### config.mk
export PLATFORM = sky130hd
export DESIGN_NAME = timer_core
export DESIGN_NICKNAME = d
export VERILOG_FILES = /design/src/timer_pkg.sv /design/src/clock_select_unit.sv /design/src/compare_channel.sv /design/src/timer_core.sv
export SDC_FILE = /design/constraint.sdc
export NUM_CORES = 1
export LEC_CHECK = 0
export BUFFER_PORTS_ARGS = -buffer_cell sky130_fd_sc_hd__buf_2
export CORE_ASPECT_RATIO = 1.4
export CORE_MARGIN = 3
export CORE_UTILIZATION = 55
export CTS_CLUSTER_DIAMETER = 30
export CTS_CLUSTER_SIZE = 14
export DETAILED_ROUTE_END_ITERATION = 16
export PLACE_DENSITY = 0.76
export SETUP_SLACK_MARGIN = 0.3
export SLEW_MARGIN = 40
export SYNTH_ARGS = -nofsm -noshare
export SYNTH_HDL_FRONTEND = slang
export SYNTH_HIERARCHICAL = 1
export SYNTH_SLANG_ARGS = --single-unit
### constraint.sdc
create_clock -name clock_in -period 6.5 [get_ports clock_in]
set_input_delay 0.65 -clock clock_in [delete_from_list [all_inputs] [get_ports clock_in]]
set_output_delay 0.65 -clock clock_in [all_outputs]
set_load 0.02 [all_outputs]
### src/timer_pkg.sv
// Constants and types shared by the 8-bit timer/counter core
package timer_pkg;
  // ==========================================================
  // Register byte offsets on the Avalon-MM slave
  localparam logic [4:0] OFS_CTRL_A  = 5'h00; // control_reg_a
  localparam logic [4:0] OFS_CTRL_B  = 5'h04; // control_reg_b
  localparam logic [4:0] OFS_COUNTER = 5'h08; // counter_value
  localparam logic [4:0] OFS_CMP_A   = 5'h0c; // compare_value_a
  localparam logic [4:0] OFS_CMP_B   = 5'h10; // compare_value_b
  localparam logic [4:0] OFS_FLAGS   = 5'h14; // timer_flag_reg
  localparam logic [4:0] OFS_MASK    = 5'h18; // timer_mask_reg
  // ==========================================================
  // Field positions
  localparam int OM_A_LSB   = 6; // Output mode of channel A, bits 7:6 of control A
  localparam int OM_B_LSB   = 4; // Output mode of channel B, bits 5:4 of control A
  localparam int WM_HI_BIT  = 3; // Wave mode bit 2 sits in control B
  localparam int OVF_BIT    = 0; // Flag and mask bit positions
  localparam int MATCH_A_BIT = 1;
  localparam int MATCH_B_BIT = 2;
  // ==========================================================
  // Values after reset and count limits
  localparam logic [7:0] RESET_BYTE = 8'h00;
  localparam logic [7:0] BOTTOM_VAL = 8'h00;
  localparam logic [7:0] MAX_VAL    = 8'hff;
  // ==========================================================
  // Clock select codes
  localparam logic [2:0] CS_STOP   = 3'h0;
  localparam logic [2:0] CS_DIV1   = 3'h1;
  localparam logic [2:0] CS_DIV8   = 3'h2;
  localparam logic [2:0] CS_DIV64  = 3'h3;
  localparam logic [2:0] CS_DIV256 = 3'h4;
  localparam logic [2:0] CS_DIV1K  = 3'h5;
  localparam logic [2:0] CS_EXT_FALL = 3'h6;
  localparam logic [2:0] CS_EXT_RISE = 3'h7;
  // Prescaler taps: divide by 2 to the power of the tap width
  localparam int PRE_W    = 10;
  localparam int TAP_8    = 3;
  localparam int TAP_64   = 6;
  localparam int TAP_256  = 8;
  localparam int TAP_1K   = 10;
  // ==========================================================
  // Wave modes (codes 4 and 6 are reserved and run as normal)
  localparam logic [2:0] WM_NORMAL    = 3'h0;
  localparam logic [2:0] WM_PHASE_MAX = 3'h1;
  localparam logic [2:0] WM_CTC       = 3'h2;
  localparam logic [2:0] WM_FAST_MAX  = 3'h3;
  localparam logic [2:0] WM_PHASE_CMP = 3'h5;
  localparam logic [2:0] WM_FAST_CMP  = 3'h7;
  // Compare output modes
  localparam logic [1:0] OM_OFF    = 2'h0;
  localparam logic [1:0] OM_TOGGLE = 2'h1;
  localparam logic [1:0] OM_CLEAR  = 2'h2;
  localparam logic [1:0] OM_SET    = 2'h3;
  // ==========================================================
  // Per-channel waveform configuration
  typedef struct packed {
    logic [1:0] out_mode; // Output action on match
    logic       fast;     // Fast PWM sequence
    logic       phase;    // Phase correct sequence
  } wave_cfg_type;
  // Bus slave states
  typedef enum logic [1:0] {
    BUS_IDLE   = 2'b01,
    BUS_ANSWER = 2'b10
  } bus_state_type;
endpackage : timer_pkg

### src/clock_select_unit.sv
// Clock select stage: prescaler taps and external count pin to a timer tick
`timescale 1ns/1ps
module clock_select_unit
  import timer_pkg::*;
(
  input  wire logic       clock_in,    // System clock
  input  wire logic       rst_in,      // Asynchronous reset, active high
  input  wire logic [2:0] select_in,   // clock_select_field
  input  wire logic       enable_in,   // Low while the timer is powered down
  input  wire logic       ext_pin_in,  // ext_count_pin, asynchronous
  output logic            tick_out     // timer_tick, one-cycle pulse
);
  logic [PRE_W-1:0] pre_r;        // Free-running prescaler
  logic [2:0]       pin_r;        // Three-stage pin synchroniser
  logic             level_r;      // Settled pin level
  logic             ext_rise;     // Settled rising edge
  logic             ext_fall;     // Settled falling edge
  logic             tick_nxt;     // Selected tick
  // ==========================================================
  // Prescaler
  // Runs freely, so a tap may fire early after a select change.
  always_ff @(posedge clock_in or posedge rst_in) begin
    if (rst_in) begin
      pre_r <= '0;
    end else begin
      pre_r <= pre_r + 1'b1;
    end
  end
  // ==========================================================
  // Pin synchroniser; a change counts once stages two and three agree
  always_ff @(posedge clock_in or posedge rst_in) begin
    if (rst_in) begin
      pin_r   <= 3'h0;
      level_r <= 1'b0;
    end else begin
      pin_r <= {pin_r[1:0], ext_pin_in};
      if (pin_r[1] == pin_r[2]) begin
        level_r <= pin_r[2];
      end
    end
  end
  assign ext_rise = (pin_r[1] == pin_r[2]) && pin_r[2] && !level_r;
  assign ext_fall = (pin_r[1] == pin_r[2]) && !pin_r[2] && level_r;
  // ==========================================================
  // Source select
  always_comb begin
    unique case (select_in)
      CS_STOP:     tick_nxt = 1'b0;
      CS_DIV1:     tick_nxt = 1'b1;
      CS_DIV8:     tick_nxt = &pre_r[TAP_8-1:0];
      CS_DIV64:    tick_nxt = &pre_r[TAP_64-1:0];
      CS_DIV256:   tick_nxt = &pre_r[TAP_256-1:0];
      CS_DIV1K:    tick_nxt = &pre_r[TAP_1K-1:0];
      CS_EXT_FALL: tick_nxt = ext_fall;
      CS_EXT_RISE: tick_nxt = ext_rise;
    endcase
  end
  // Power-down gating keeps the counter frozen
  assign tick_out = tick_nxt && enable_in;
endmodule : clock_select_unit

### src/compare_channel.sv
// One output compare channel: double buffer, match and waveform output
`timescale 1ns/1ps
module compare_channel
  import timer_pkg::*;
(
  input  wire logic         clock_in,    // System clock
  input  wire logic         rst_in,      // Asynchronous reset, active high
  input  wire logic         tick_in,     // Timer tick
  input  wire wave_cfg_type cfg_in,      // Output configuration
  input  wire logic         write_in,    // Bus write to the compare register
  input  wire logic [7:0]   data_in,     // Bus write data
  input  wire logic [7:0]   counter_in,  // Current counter value
  input  wire logic         down_in,     // Counter counting down
  input  wire logic         update_in,   // Load buffer into active value
  input  wire logic         wrap_in,     // Fast PWM restart at bottom
  output logic [7:0]        buffer_out,  // Register as software sees it
  output logic [7:0]        active_out,  // Value used by the comparator
  output logic              match_out,   // Equal in this cycle
  output logic              wave_out     // Waveform output
);
  // ==========================================================
  // Buffer and active value
  // PWM modes load only at the sequence update point to avoid glitches.
  always_ff @(posedge clock_in or posedge rst_in) begin
    if (rst_in) begin
      buffer_out <= RESET_BYTE;
      active_out <= RESET_BYTE;
    end else begin
      if (write_in) begin
        buffer_out <= data_in;
      end
      if (!(cfg_in.fast || cfg_in.phase)) begin
        active_out <= write_in ? data_in : buffer_out;
      end else if (update_in) begin
        active_out <= buffer_out;
      end
    end
  end
  // Comparator runs every cycle
  assign match_out = (counter_in == active_out);
  // ==========================================================
  // Waveform generator
  always_ff @(posedge clock_in or posedge rst_in) begin
    if (rst_in) begin
      wave_out <= 1'b0;
    end else if (tick_in && cfg_in.out_mode != OM_OFF) begin
      if (cfg_in.fast) begin
        // Restart wins so a compare at top keeps the output steady
        if (wrap_in) begin
          wave_out <= (cfg_in.out_mode == OM_CLEAR);
        end else if (match_out) begin
          wave_out <= (cfg_in.out_mode == OM_SET);
        end
      end else if (cfg_in.phase) begin
        if (match_out) begin
          wave_out <= down_in ^ (cfg_in.out_mode == OM_SET);
        end
      end else if (match_out) begin
        unique case (cfg_in.out_mode)
          OM_TOGGLE: wave_out <= !wave_out;
          OM_CLEAR:  wave_out <= 1'b0;
          default:   wave_out <= 1'b1;
        endcase
      end
    end
  end
endmodule : compare_channel

### src/timer_core.sv
// 8-bit timer/counter core with Avalon-MM register slave
//
// Notes on behaviour
// - Counter at 0x00 marks bottom.
// - Counter at 0xFF marks maximum.
// - Top asserted when counter equals sequence top.
// - Top is 0xFF or compare A per mode.
// - Counter and both compares are 8-bit registers.
// - Every request shows in the flag register.
// - Each request gated by its mask bit.
// - Tick from prescaler or external count pin.
// - Three-bit clock select in control B.
// - No source selected keeps counter frozen.
// - Clock select output is the timer tick.
// - Both compares checked against counter every cycle.
// - Matches drive waveform outputs A and B.
// - Match sets its compare flag.
// - Counter counts up or down.
// - Bus counter write beats clear or count.
// - Three wave mode bits pick the sequence.
// - Overflow flag set where the mode says.
`timescale 1ns/1ps
module timer_core
  import timer_pkg::*;
(
  input  wire logic        clock_in,                // 40 MHz system clock
  input  wire logic        rst_in,                  // Asynchronous reset, active high
  input  wire logic [4:0]  address_in,              // Avalon byte address
  input  wire logic        read_in,                 // Avalon read
  input  wire logic        write_in,                // Avalon write
  input  wire logic [31:0] writedata_in,            // Avalon write data
  output logic [31:0]      readdata_out,            // Avalon read data
  output logic             waitrequest_out,         // Avalon waitrequest
  input  wire logic        power_reduce_timer_bit_in, // High stops the timer
  input  wire logic        ext_count_pin_in,        // External count pin
  output logic             wave_out_a_out,          // Compare output A
  output logic             wave_out_b_out,          // Compare output B
  output logic [2:0]       irq_req_out,             // Masked requests
  output logic             top_out,                 // Counter at top
  output logic             bottom_out,              // Counter at bottom
  output logic             max_out                  // Counter at maximum
);
  // ==========================================================
  // Declarations
  bus_state_type bus_state_r;     // Slave handshake state
  logic [7:0]    control_reg_a_r; // Output modes and low wave mode bits
  logic [7:0]    control_reg_b_r; // Wave mode high bit and clock select
  logic [7:0]    counter_value_r; // The counter
  logic          down_r;          // Counting direction, high counts down
  logic [2:0]    timer_flag_reg_r; // Sticky request flags
  logic [2:0]    timer_mask_reg_r; // Request enables
  logic [2:0]    flag_set;        // Events this cycle
  logic          accept;          // Request completes at this edge
  logic          wr_ok;           // Write takes effect
  logic [31:0]   read_nxt;        // Read data selected
  logic [2:0]    wave_mode_field; // Sequence select
  logic [2:0]    clock_select_field; // Tick source select
  logic          timer_tick;      // Counter advance enable
  logic          is_fast;         // Fast PWM sequence
  logic          is_phase;        // Phase correct sequence
  logic          top_from_cmp;    // Top comes from compare A
  logic [7:0]    top_val;         // Current top
  logic          at_top;          // Counter equals top
  logic          cnt_wr;          // Bus writes the counter
  logic [7:0]    counter_nxt;     // Next counter value
  logic          down_nxt;        // Next direction
  logic          ovf_evt;         // Overflow event
  logic          update;          // Compare buffer update point
  logic [1:0]    cmp_wr;          // Bus writes a compare register
  logic [7:0]    cmp_buf [2];     // Compare values as written
  logic [7:0]    cmp_act [2];     // Compare values in use
  logic [1:0]    cmp_match;       // Comparator outputs
  logic [1:0]    cmp_wave;        // Waveform outputs
  wave_cfg_type  cfg [2];         // Per-channel configuration

  // ==========================================================
  // Avalon-MM slave
  // One wait state: a request is answered at its second edge.
  always_ff @(posedge clock_in or posedge rst_in) begin
    if (rst_in) begin
      bus_state_r <= BUS_IDLE;
    end else begin
      unique case (bus_state_r)
        BUS_IDLE: begin
          if (read_in || write_in) begin
            bus_state_r <= BUS_ANSWER;
          end
        end
        BUS_ANSWER: begin
          bus_state_r <= BUS_IDLE;
        end
      endcase
    end
  end
  assign waitrequest_out = (read_in || write_in) && (bus_state_r == BUS_IDLE);
  assign accept          = (read_in || write_in) && (bus_state_r == BUS_ANSWER);
  assign wr_ok           = accept && write_in;

  // Read mux; unmapped addresses read zero
  always_comb begin
    read_nxt = 32'h0000_0000;
    unique case (address_in)
      OFS_CTRL_A:  read_nxt[7:0] = control_reg_a_r;
      OFS_CTRL_B:  read_nxt[7:0] = control_reg_b_r;
      OFS_COUNTER: read_nxt[7:0] = counter_value_r;
      OFS_CMP_A:   read_nxt[7:0] = cmp_buf[0];
      OFS_CMP_B:   read_nxt[7:0] = cmp_buf[1];
      OFS_FLAGS:   read_nxt[2:0] = timer_flag_reg_r;
      OFS_MASK:    read_nxt[2:0] = timer_mask_reg_r;
      default:     read_nxt = 32'h0000_0000;
    endcase
  end

  // Read data sampled in the wait cycle, stands through the answer
  always_ff @(posedge clock_in or posedge rst_in) begin
    if (rst_in) begin
      readdata_out <= 32'h0000_0000;
    end else if (read_in && bus_state_r == BUS_IDLE) begin
      readdata_out <= read_nxt;
    end
  end

  // ==========================================================
  // Control and mask registers
  always_ff @(posedge clock_in or posedge rst_in) begin
    if (rst_in) begin
      control_reg_a_r  <= RESET_BYTE;
      control_reg_b_r  <= RESET_BYTE;
      timer_mask_reg_r <= 3'h0;
    end else if (wr_ok) begin
      if (address_in == OFS_CTRL_A) begin
        control_reg_a_r <= writedata_in[7:0];
      end
      if (address_in == OFS_CTRL_B) begin
        control_reg_b_r <= writedata_in[7:0];
      end
      if (address_in == OFS_MASK) begin
        timer_mask_reg_r <= writedata_in[2:0];
      end
    end
  end

  // ==========================================================
  // Mode decode
  assign wave_mode_field    = {control_reg_b_r[WM_HI_BIT], control_reg_a_r[1:0]};
  assign clock_select_field = control_reg_b_r[2:0];
  assign is_fast      = (wave_mode_field == WM_FAST_MAX) || (wave_mode_field == WM_FAST_CMP);
  assign is_phase     = (wave_mode_field == WM_PHASE_MAX) || (wave_mode_field == WM_PHASE_CMP);
  // CTC uses compare A directly; the PWM modes use its buffered value
  assign top_from_cmp = (wave_mode_field == WM_CTC) || (wave_mode_field == WM_PHASE_CMP)
                        || (wave_mode_field == WM_FAST_CMP);
  assign top_val      = top_from_cmp ? cmp_act[0] : MAX_VAL;
  assign at_top       = (counter_value_r == top_val);
  assign top_out      = at_top;
  assign bottom_out   = (counter_value_r == BOTTOM_VAL);
  assign max_out      = (counter_value_r == MAX_VAL);

  // ==========================================================
  // Clock select stage
  clock_select_unit u_clock_select (
    .clock_in   (clock_in),
    .rst_in     (rst_in),
    .select_in  (clock_select_field),
    .enable_in  (!power_reduce_timer_bit_in),
    .ext_pin_in (ext_count_pin_in),
    .tick_out   (timer_tick)
  );

  // ==========================================================
  // Counter sequence
  assign cnt_wr = wr_ok && (address_in == OFS_COUNTER);
  always_comb begin
    counter_nxt = counter_value_r;
    down_nxt    = down_r;
    ovf_evt     = 1'b0;
    update      = 1'b0;
    if (cnt_wr) begin
      counter_nxt = writedata_in[7:0];
    end else if (timer_tick) begin
      if (is_phase) begin
        // Turn round at top and at bottom
        if (!down_r && at_top) begin
          down_nxt    = 1'b1;
          counter_nxt = counter_value_r - 8'h01;
          update      = 1'b1;
        end else if (down_r && bottom_out) begin
          down_nxt    = 1'b0;
          counter_nxt = counter_value_r + 8'h01;
          ovf_evt     = 1'b1;
        end else begin
          counter_nxt = down_r ? counter_value_r - 8'h01 : counter_value_r + 8'h01;
        end
      end else begin
        down_nxt = 1'b0;
        if (at_top && (is_fast || wave_mode_field == WM_CTC)) begin
          counter_nxt = BOTTOM_VAL;
          update      = is_fast;
        end else begin
          counter_nxt = counter_value_r + 8'h01;
        end
        // Fast PWM overflows at top, the others at maximum
        ovf_evt = is_fast ? at_top : max_out;
      end
    end
  end

  // Counter register
  always_ff @(posedge clock_in or posedge rst_in) begin
    if (rst_in) begin
      counter_value_r <= RESET_BYTE;
      down_r          <= 1'b0;
    end else begin
      counter_value_r <= counter_nxt;
      down_r          <= down_nxt;
    end
  end

  // ==========================================================
  // Compare channels
  assign cmp_wr[0] = wr_ok && (address_in == OFS_CMP_A);
  assign cmp_wr[1] = wr_ok && (address_in == OFS_CMP_B);
  assign cfg[0]    = '{out_mode: control_reg_a_r[OM_A_LSB +: 2], fast: is_fast, phase: is_phase};
  assign cfg[1]    = '{out_mode: control_reg_a_r[OM_B_LSB +: 2], fast: is_fast, phase: is_phase};

  generate
    for (genvar ch = 0; ch < 2; ch++) begin : g_cmp
      compare_channel u_channel (
        .clock_in   (clock_in),
        .rst_in     (rst_in),
        .tick_in    (timer_tick && !cnt_wr),
        .cfg_in     (cfg[ch]),
        .write_in   (cmp_wr[ch]),
        .data_in    (writedata_in[7:0]),
        .counter_in (counter_value_r),
        .down_in    (down_r),
        .update_in  (update),
        .wrap_in    (is_fast && at_top),
        .buffer_out (cmp_buf[ch]),
        .active_out (cmp_act[ch]),
        .match_out  (cmp_match[ch]),
        .wave_out   (cmp_wave[ch])
      );
    end
  endgenerate
  assign wave_out_a_out = cmp_wave[0];
  assign wave_out_b_out = cmp_wave[1];

  // ==========================================================
  // Flags and requests
  // Matches count on the tick so one compare value sets a flag once.
  assign flag_set[OVF_BIT]     = ovf_evt;
  assign flag_set[MATCH_A_BIT] = timer_tick && !cnt_wr && cmp_match[0];
  assign flag_set[MATCH_B_BIT] = timer_tick && !cnt_wr && cmp_match[1];

  // Write one to clear; a new event in the same cycle wins
  always_ff @(posedge clock_in or posedge rst_in) begin
    if (rst_in) begin
      timer_flag_reg_r <= 3'h0;
    end else if (wr_ok && address_in == OFS_FLAGS) begin
      timer_flag_reg_r <= (timer_flag_reg_r & ~writedata_in[2:0]) | flag_set;
    end else begin
      timer_flag_reg_r <= timer_flag_reg_r | flag_set;
    end
  end
  assign irq_req_out = timer_flag_reg_r & timer_mask_reg_r;
endmodule : timer_core

==> run summary, run 1 <==
fin nets: 602
fin crit period: 3.36 ns
syn avg cell area: 9.91 um2
xor/xnor cell area share of the yosys netlist: 0.0551
Hold EP: u_clock_select/pin_r[1]
Worst Setup Path Type: reg2reg
endpoints failing hold: 0
worst reg2reg path depth: 11
simple-gate share of the synthesized area: 0.150
multiplexer share of the synthesized area: 0.133
antenna viol nets, final: 0
CTS tree: yes
sequential cell area: 2230 um2
largest net degree at the start of global routing: 42
register bit total from synthesis: 89
max-slew violations: 0
power share of the clock group: 0.257
clock skew: 0.00638 ns
Top Ports: 84
post-synthesis async set-or-reset flop share: 1.00
Psw: 0.796 mW
cts hold-fix bufs: 0
Worst Setup End Kind: register
Lkg Pwr: 2.53 nW
DP Area: 5370 um2
vias in the first global route: 4109
Reg clk slew, reported paths: 0.07 ns
mapped cell area: 5250 um2
clk root buf: clkbuf_16
Cell Pwr Density: 368 nW/um2
routed length per instance: 20.4 um
Num CTS Buffers: 9
compound-cell area share of the yosys netlist: 0.149
Yosys cell types: 67
Cell Rows: 41
post-CTS setup buffers: 0
run status: completed
share of cells above drive strength 1: 0.197
min-delay src: u_clock_select/pin_r[0]
Design Area, Final: 5690 um2
n_diodes: 0
drt pass-1 iters: 5
sequential share of power: 0.434
Vias/cell: 6.31
reg2reg start: u_clock_select/pre_r[0]
antenna violations before repair: 0
global-route usage over all layers: 0.264
die width: 88.5 um
switching share of power: 0.380
vias: 4191
Synth Flop Type: dfrtp_1
post_cts resized: 0
first-pass GRT wire length: 21200 um
total negative setup slack: 0 ns
Worst Hold Class: reg2reg
yosys warns: 6
Die Ht: 122 um
Num Clock Sinks: 89
WHS Path Cells: 0
Critical Path RT: 6.70 ns
area taken by multi-input logic gates: 2750 um2
buffers added on ports: 35
CTS H-tree depth: 3
relative slew slack: 0.524
Initial Utilization: 0.574
R2R Path End: g_cmp[1].u_channel/active_out[7]
fraction of the mapped netlist area in adder cells: 0.0167
WP data arrival: 3.56 ns
area grow syn2layout: 8.42%
# DRC: 0
Worst-Skew Late Latency: 0.34 ns
Core Area: 9130 um2
period utilization: 0.517
FF-to-FF setup slack: 3.14 ns
DR iter-0 viols: 336
number of max-cap violations: 0
f_max: 297 MHz
Slew @ Worst Pin: 0.712 ns
internal power: 1.30 mW
grt total ovfl: 0
final setup fails: 0
Gate power share: 0.309
# fillers: 747
Routed WL: 13600 um
die area: 10800 um2
RSZ-0062 raised after global routing: no
combinational family with the most area after synthesis: simple AND/OR/NAND/NOR gates
worst-case clock buffer depth: 2
CP Launch Type: register
number of synthesized flops with an enable pin: 0
GPL Wtd Cong: 0.922
DPL Wire Length: 9770 um
Peak VDD IR: 0.000162 V
share of the yosys chip area belonging to registers: 0.425
Max FO, Critical Path: 16
Gate Count Post-Synth: 529
[stage by stage]
step                utilization  worst slack (ns)  hold WS [ns]  std cells  total power, mW
floorplan                     -              3.86         0.331        552             1.36
global placement          0.587              2.88         0.334        648             1.51
detailed placement        0.588              3.02         0.339        648             1.55
CTS                       0.622              3.16         0.353        664             2.09
global route              0.623              3.02         0.358        664             2.21
finish                    0.623              3.14         0.350        664             2.09
[synthesized netlist by cell type, types with 7 or more instances]
| master | number | area, um2 |
|---|---|---|
| o211ai_1 | 7 | 52.6 |
| buf_4 | 24 | 180 |
| nand3_1 | 12 | 60.1 |
| clkbuf_1 | 15 | 56.3 |
| inv_1 | 21 | 78.8 |
| xnor2_1 | 26 | 228 |
| nor2_1 | 31 | 116 |
| dfrtp_1 | 88 | 2200 |
| o21ai_0 | 37 | 185 |
| ha_1 | 7 | 87.6 |
| a31oi_1 | 7 | 43.8 |
| a22oi_1 | 7 | 52.6 |
| nand2_1 | 54 | 203 |
| mux2i_1 | 20 | 200 |
| a21oi_1 | 15 | 75.1 |
| a32o_1 | 7 | 70.1 |
| mux2_2 | 36 | 405 |
| xor2_1 | 7 | 61.3 |
[critical path, cell delays in order (launching register included)]
cell,delay [ns]
dfrtp_1,0.36
ha_1,0.23
nand3_1,0.11
nor2_2,0.17
a221oi_2,0.09
a211oi_2,0.51
nand2b_1,0.26
inv_1,0.31
nand2_1,0.16
nor2_4,0.60
mux2i_1,0.29
o21ai_0,0.11
[worst max-delay path by stage]
stage	start	end	cells after the start
floorplan	counter_value_r[2]	counter_value_r[2]	8
global placement	address_in[4]	g_cmp[0].u_channel/active_out[6]	9
detailed placement	address_in[4]	g_cmp[1].u_channel/active_out[4]	9
CTS	u_clock_select/pre_r[0]	g_cmp[1].u_channel/active_out[7]	11
global route	u_clock_select/pre_r[0]	g_cmp[1].u_channel/active_out[4]	11
finish	u_clock_select/pre_r[0]	g_cmp[1].u_channel/active_out[7]	11
[cell type report]
type | instances | area share
timing repair buffer | 37 | 0.0334
tap | 107 | 0.0235
multi-input combinational | 394 | 0.483
inverter | 21 | 0.0139
sequential | 89 | 0.392
clock buffer | 11 | 0.0427
clock inverter | 5 | 0.0112
[cells by family after synthesis]
| kind of cell | Yosys count |
|---|---|
| flip-flops | 89 |
| AO/OA/AOI/OAI | 116 |
| buffers and inverters | 69 |
| XOR/XNOR | 33 |
| AND/OR/NAND/NOR | 154 |
| adder cells (fa/ha/maj) | 7 |
| other | 1 |
| multiplexers | 60 |
[cells in the final DEF (no fill, tap or decap), drive strengths merged, types with 11 or more instances in the layout]
cell type  synthesis  final
dfrtp             88     88
nand2             54     54
o21ai             41     41
buf               31     37
mux2              36     36
nor2              33     33
xnor2             26     26
conb               1     24
inv               21     22
mux2i             20     20
a21oi             15     15
nand3             12     12
clkbuf            17     11
[power groups by stage]
stage	combinational [mW]	sequential (mW)	clock, mW
2_1_floorplan	0.559	0.802	0
3_3_place_gp	0.605	0.902	0
3_5_place_dp	0.633	0.913	0
4_1_cts	0.639	0.905	0.545
5_1_grt	0.718	0.927	0.564
6_report	0.648	0.909	0.537
[state kept, by name (all words and copies together), names as in the netlist]
| signal | count |
|---|---|
| bus_state_r | 2 |
| control_reg_a_r | 8 |
| control_reg_b_r | 8 |
| counter_value_r | 8 |
| down_r | 1 |
| g_cmp.u_channel/active_out | 16 |
| g_cmp.u_channel/buffer_out | 16 |
| g_cmp.u_channel/wave_out | 2 |
| readdata_out | 8 |
| timer_flag_reg_r | 3 |
| timer_mask_reg_r | 3 |
| u_clock_select/level_r | 1 |
| u_clock_select/pin_r | 3 |
| u_clock_select/pre_r | 10 |
[metal layers]
| layer | track usage | vias up | routed length [um] |
|---|---|---|---|
| met3 | 0.0359 | 51 | 668 |
| met4 | 0.162 | 0 | 774 |
| li1 | - | 1899 | - |
| met1 | 0.325 | 2077 | 5460 |
| met5 | 0 | - | 0 |
| met2 | 0.434 | 164 | 6670 |
(Power assumes the default switching activity.)
==> run 2, diff against run 1 <==
--- a/config.mk
+++ b/config.mk
@@ -8,11 +8,11 @@
 export BUFFER_PORTS_ARGS = -buffer_cell sky130_fd_sc_hd__buf_2
 export CORE_ASPECT_RATIO = 1.4
 export CORE_MARGIN = 3
-export CORE_UTILIZATION = 55
+export CORE_UTILIZATION = 52
 export CTS_CLUSTER_DIAMETER = 30
 export CTS_CLUSTER_SIZE = 14
 export DETAILED_ROUTE_END_ITERATION = 16
-export PLACE_DENSITY = 0.76
+export PLACE_DENSITY = 0.75
 export SETUP_SLACK_MARGIN = 0.3
 export SLEW_MARGIN = 40
 export SYNTH_ARGS = -nofsm -noshare
==> constraint.sdc (replaced) <==
create_clock -name clock_in -period 2.71 [get_ports clock_in]
set_input_delay 0.271 -clock clock_in [delete_from_list [all_inputs] [get_ports clock_in]]
set_output_delay 0.271 -clock clock_in [all_outputs]
set_load 0.02 [all_outputs]
==> run 2 against run 1 <==
Worst setup slack got worse by 2.9 ns; routed wire length increased by 6.5%; power increased to 2.6 times the previous value; clock power increased by 140%; die area increased by 5.4%; sequential cell count unchanged; critical path depth decreased by 1; critical endpoint is now g_cmp[1].u_channel/wave_out; highest routed layer unchanged.
==> run summary, run 2 (synthesized netlist as in run 1, its figures left out) <==
# DRC: 0
Top Ports: 84
clock skew: 0.00776 ns
DR iter-0 viols: 439
total negative setup slack: 0 ns
Max FO, Critical Path: 6
number of max-cap violations: 0
most common cell after layout, fill and taps aside: dfrtp_1
Num CTS Buffers: 9
# fillers: 749
Worst-Skew Late Latency: 0.35 ns
vias: 4449
die area: 11300 um2
Worst Setup SP: control_reg_b_r[3]
global-route usage over all layers: 0.251
area grow syn2layout: 20.3%
Core Area: 9670 um2
GPL Wtd Cong: 0.914
drt pass-1 iters: 6
Worst Setup Path Type: reg2reg
Slew @ Worst Pin: 0.709 ns
grt total ovfl: 0
largest net degree at the start of global routing: 42
CP Launch Type: register
antenna violations before repair: 0
relative slew slack: 0.527
f_max: 402 MHz
Cell Pwr Density: 862 nW/um2
Critical Path RT: 2.94 ns
worst-case clock buffer depth: 2
most frequent cells in the layout: dfrtp_1, nand2_1, mux2_2
Initial Utilization: 0.542
Top Registers: g_cmp.u_channel/active_out: 16 flops, g_cmp.u_channel/buffer_out: 16 flops, u_clock_select/pre_r: 10 flops
first-pass GRT wire length: 22200 um
final setup fails: 0
Worst Setup End Kind: register
Num Clock Sinks: 89
buffers added on ports: 35
Routed WL: 14500 um
Cell Rows: 42
share of cells above drive strength 1: 0.286
Reg clk slew, reported paths: 0.06 ns
Peak VDD IR: 0.000399 V
Lkg Pwr: 2.78 nW
endpoints failing hold: 0
CTS tree: yes
vias in the first global route: 4268
n_diodes: 0
Worst Hold Class: in2reg
CTS H-tree depth: 3
worst hold margin: 0.0315 ns
fin crit period: 2.49 ns
run status: completed
Die Ht: 125 um
RSZ-0062 raised after global routing: yes
DPL Wire Length: 10000 um
clk root buf: clkbuf_16
die width: 90.9 um
max-slew violations: 0
Vias/cell: 6.10
fin nets: 642
period utilization: 0.917
antenna viol nets, final: 0
reg2reg start: control_reg_b_r[3]
routed length per instance: 19.8 um
WP data arrival: 2.72 ns
min-delay src: ext_count_pin_in
-- run 2: changes by cell type in the layout (fill, tap and decap cells not counted), sizes merged --
cell,change
buf,+39
inv,+1
clkinv,-1
dlygate4sd3,+1
-- run 2: cell type report --
type / count / area, um2 / area share
flip-flops and latches: 89 / 2230 / 0.354
well taps: 132 / 165 / 0.0262
clock inverters: 5 / 61.3 / 0.00972
inverters: 21 / 78.8 / 0.0125
multi-input cells: 394 / 2970 / 0.471
repair buffers: 77 / 559 / 0.0887
clock buffers: 11 / 243 / 0.0385
-- run 2: where the power goes --
| group | switching (mW) | internal (mW) |
|---|---|---|
| sequential | 0.420 | 1.65 |
| combinational | 1.16 | 0.936 |
| clock | 0.527 | 0.747 |
-- run 2: layer usage --
metal  up-vias  global-route usage  routed length (um)
met5         -                   0                   0
li1       1979                   -                   -
met4         0               0.177                 799
met2       229               0.407                7220
met3        61              0.0471                1050
met1      2180               0.298                5380
-- run 2: critical path: stages, from the launching register on --
cell and delay, ns:
dfrtp_1 0.39, or3b_4 0.46, and2_4 0.20, o22ai_4 0.19
and4_4 0.31, and2_4 0.16, nand2_2 0.05, o21ai_2 0.08
xor2_1 0.09, a32o_1 0.22, a32o_1 0.21
-- run 2: repair_timing --
action	4_1_cts	5_1_grt
setup endpoints to repair	24	26
resized for setup	17	41
pin swaps	13	14
buffers inserted	5	14
hold buffers	1	0
cloned	1	0
endpoints found under the hold margin	14	0
-- run 2: stage by stage --
stage                     power [mW]  instances   util  cell area (um2)  setup slack, ns
after floorplan                 3.32        552      -             5370            0.298
after global placement          3.80        692  0.578             5590            0.274
after detailed placement        3.87        692  0.578             5590            0.182
after CTS                       5.24        715  0.628             6070            0.243
after global routing            5.71        729  0.652             6310            0.131
final                           5.44        729  0.652             6310            0.224
-- run 2: final timing paths --
path	cells after the start	slack [ns]	to
max	10	0.22	g_cmp[1].u_channel/wave_out
min	1	0.03	u_clock_select/pin_r[0]
max reg2reg	10	0.22	g_cmp[1].u_channel/wave_out
min reg2reg	0	0.36	u_clock_select/pin_r[1]
max in group asynchronous	3	1.63	g_cmp[1].u_channel/buffer_out[5]
min in group asynchronous	3	0.54	u_clock_select/pre_r[9]
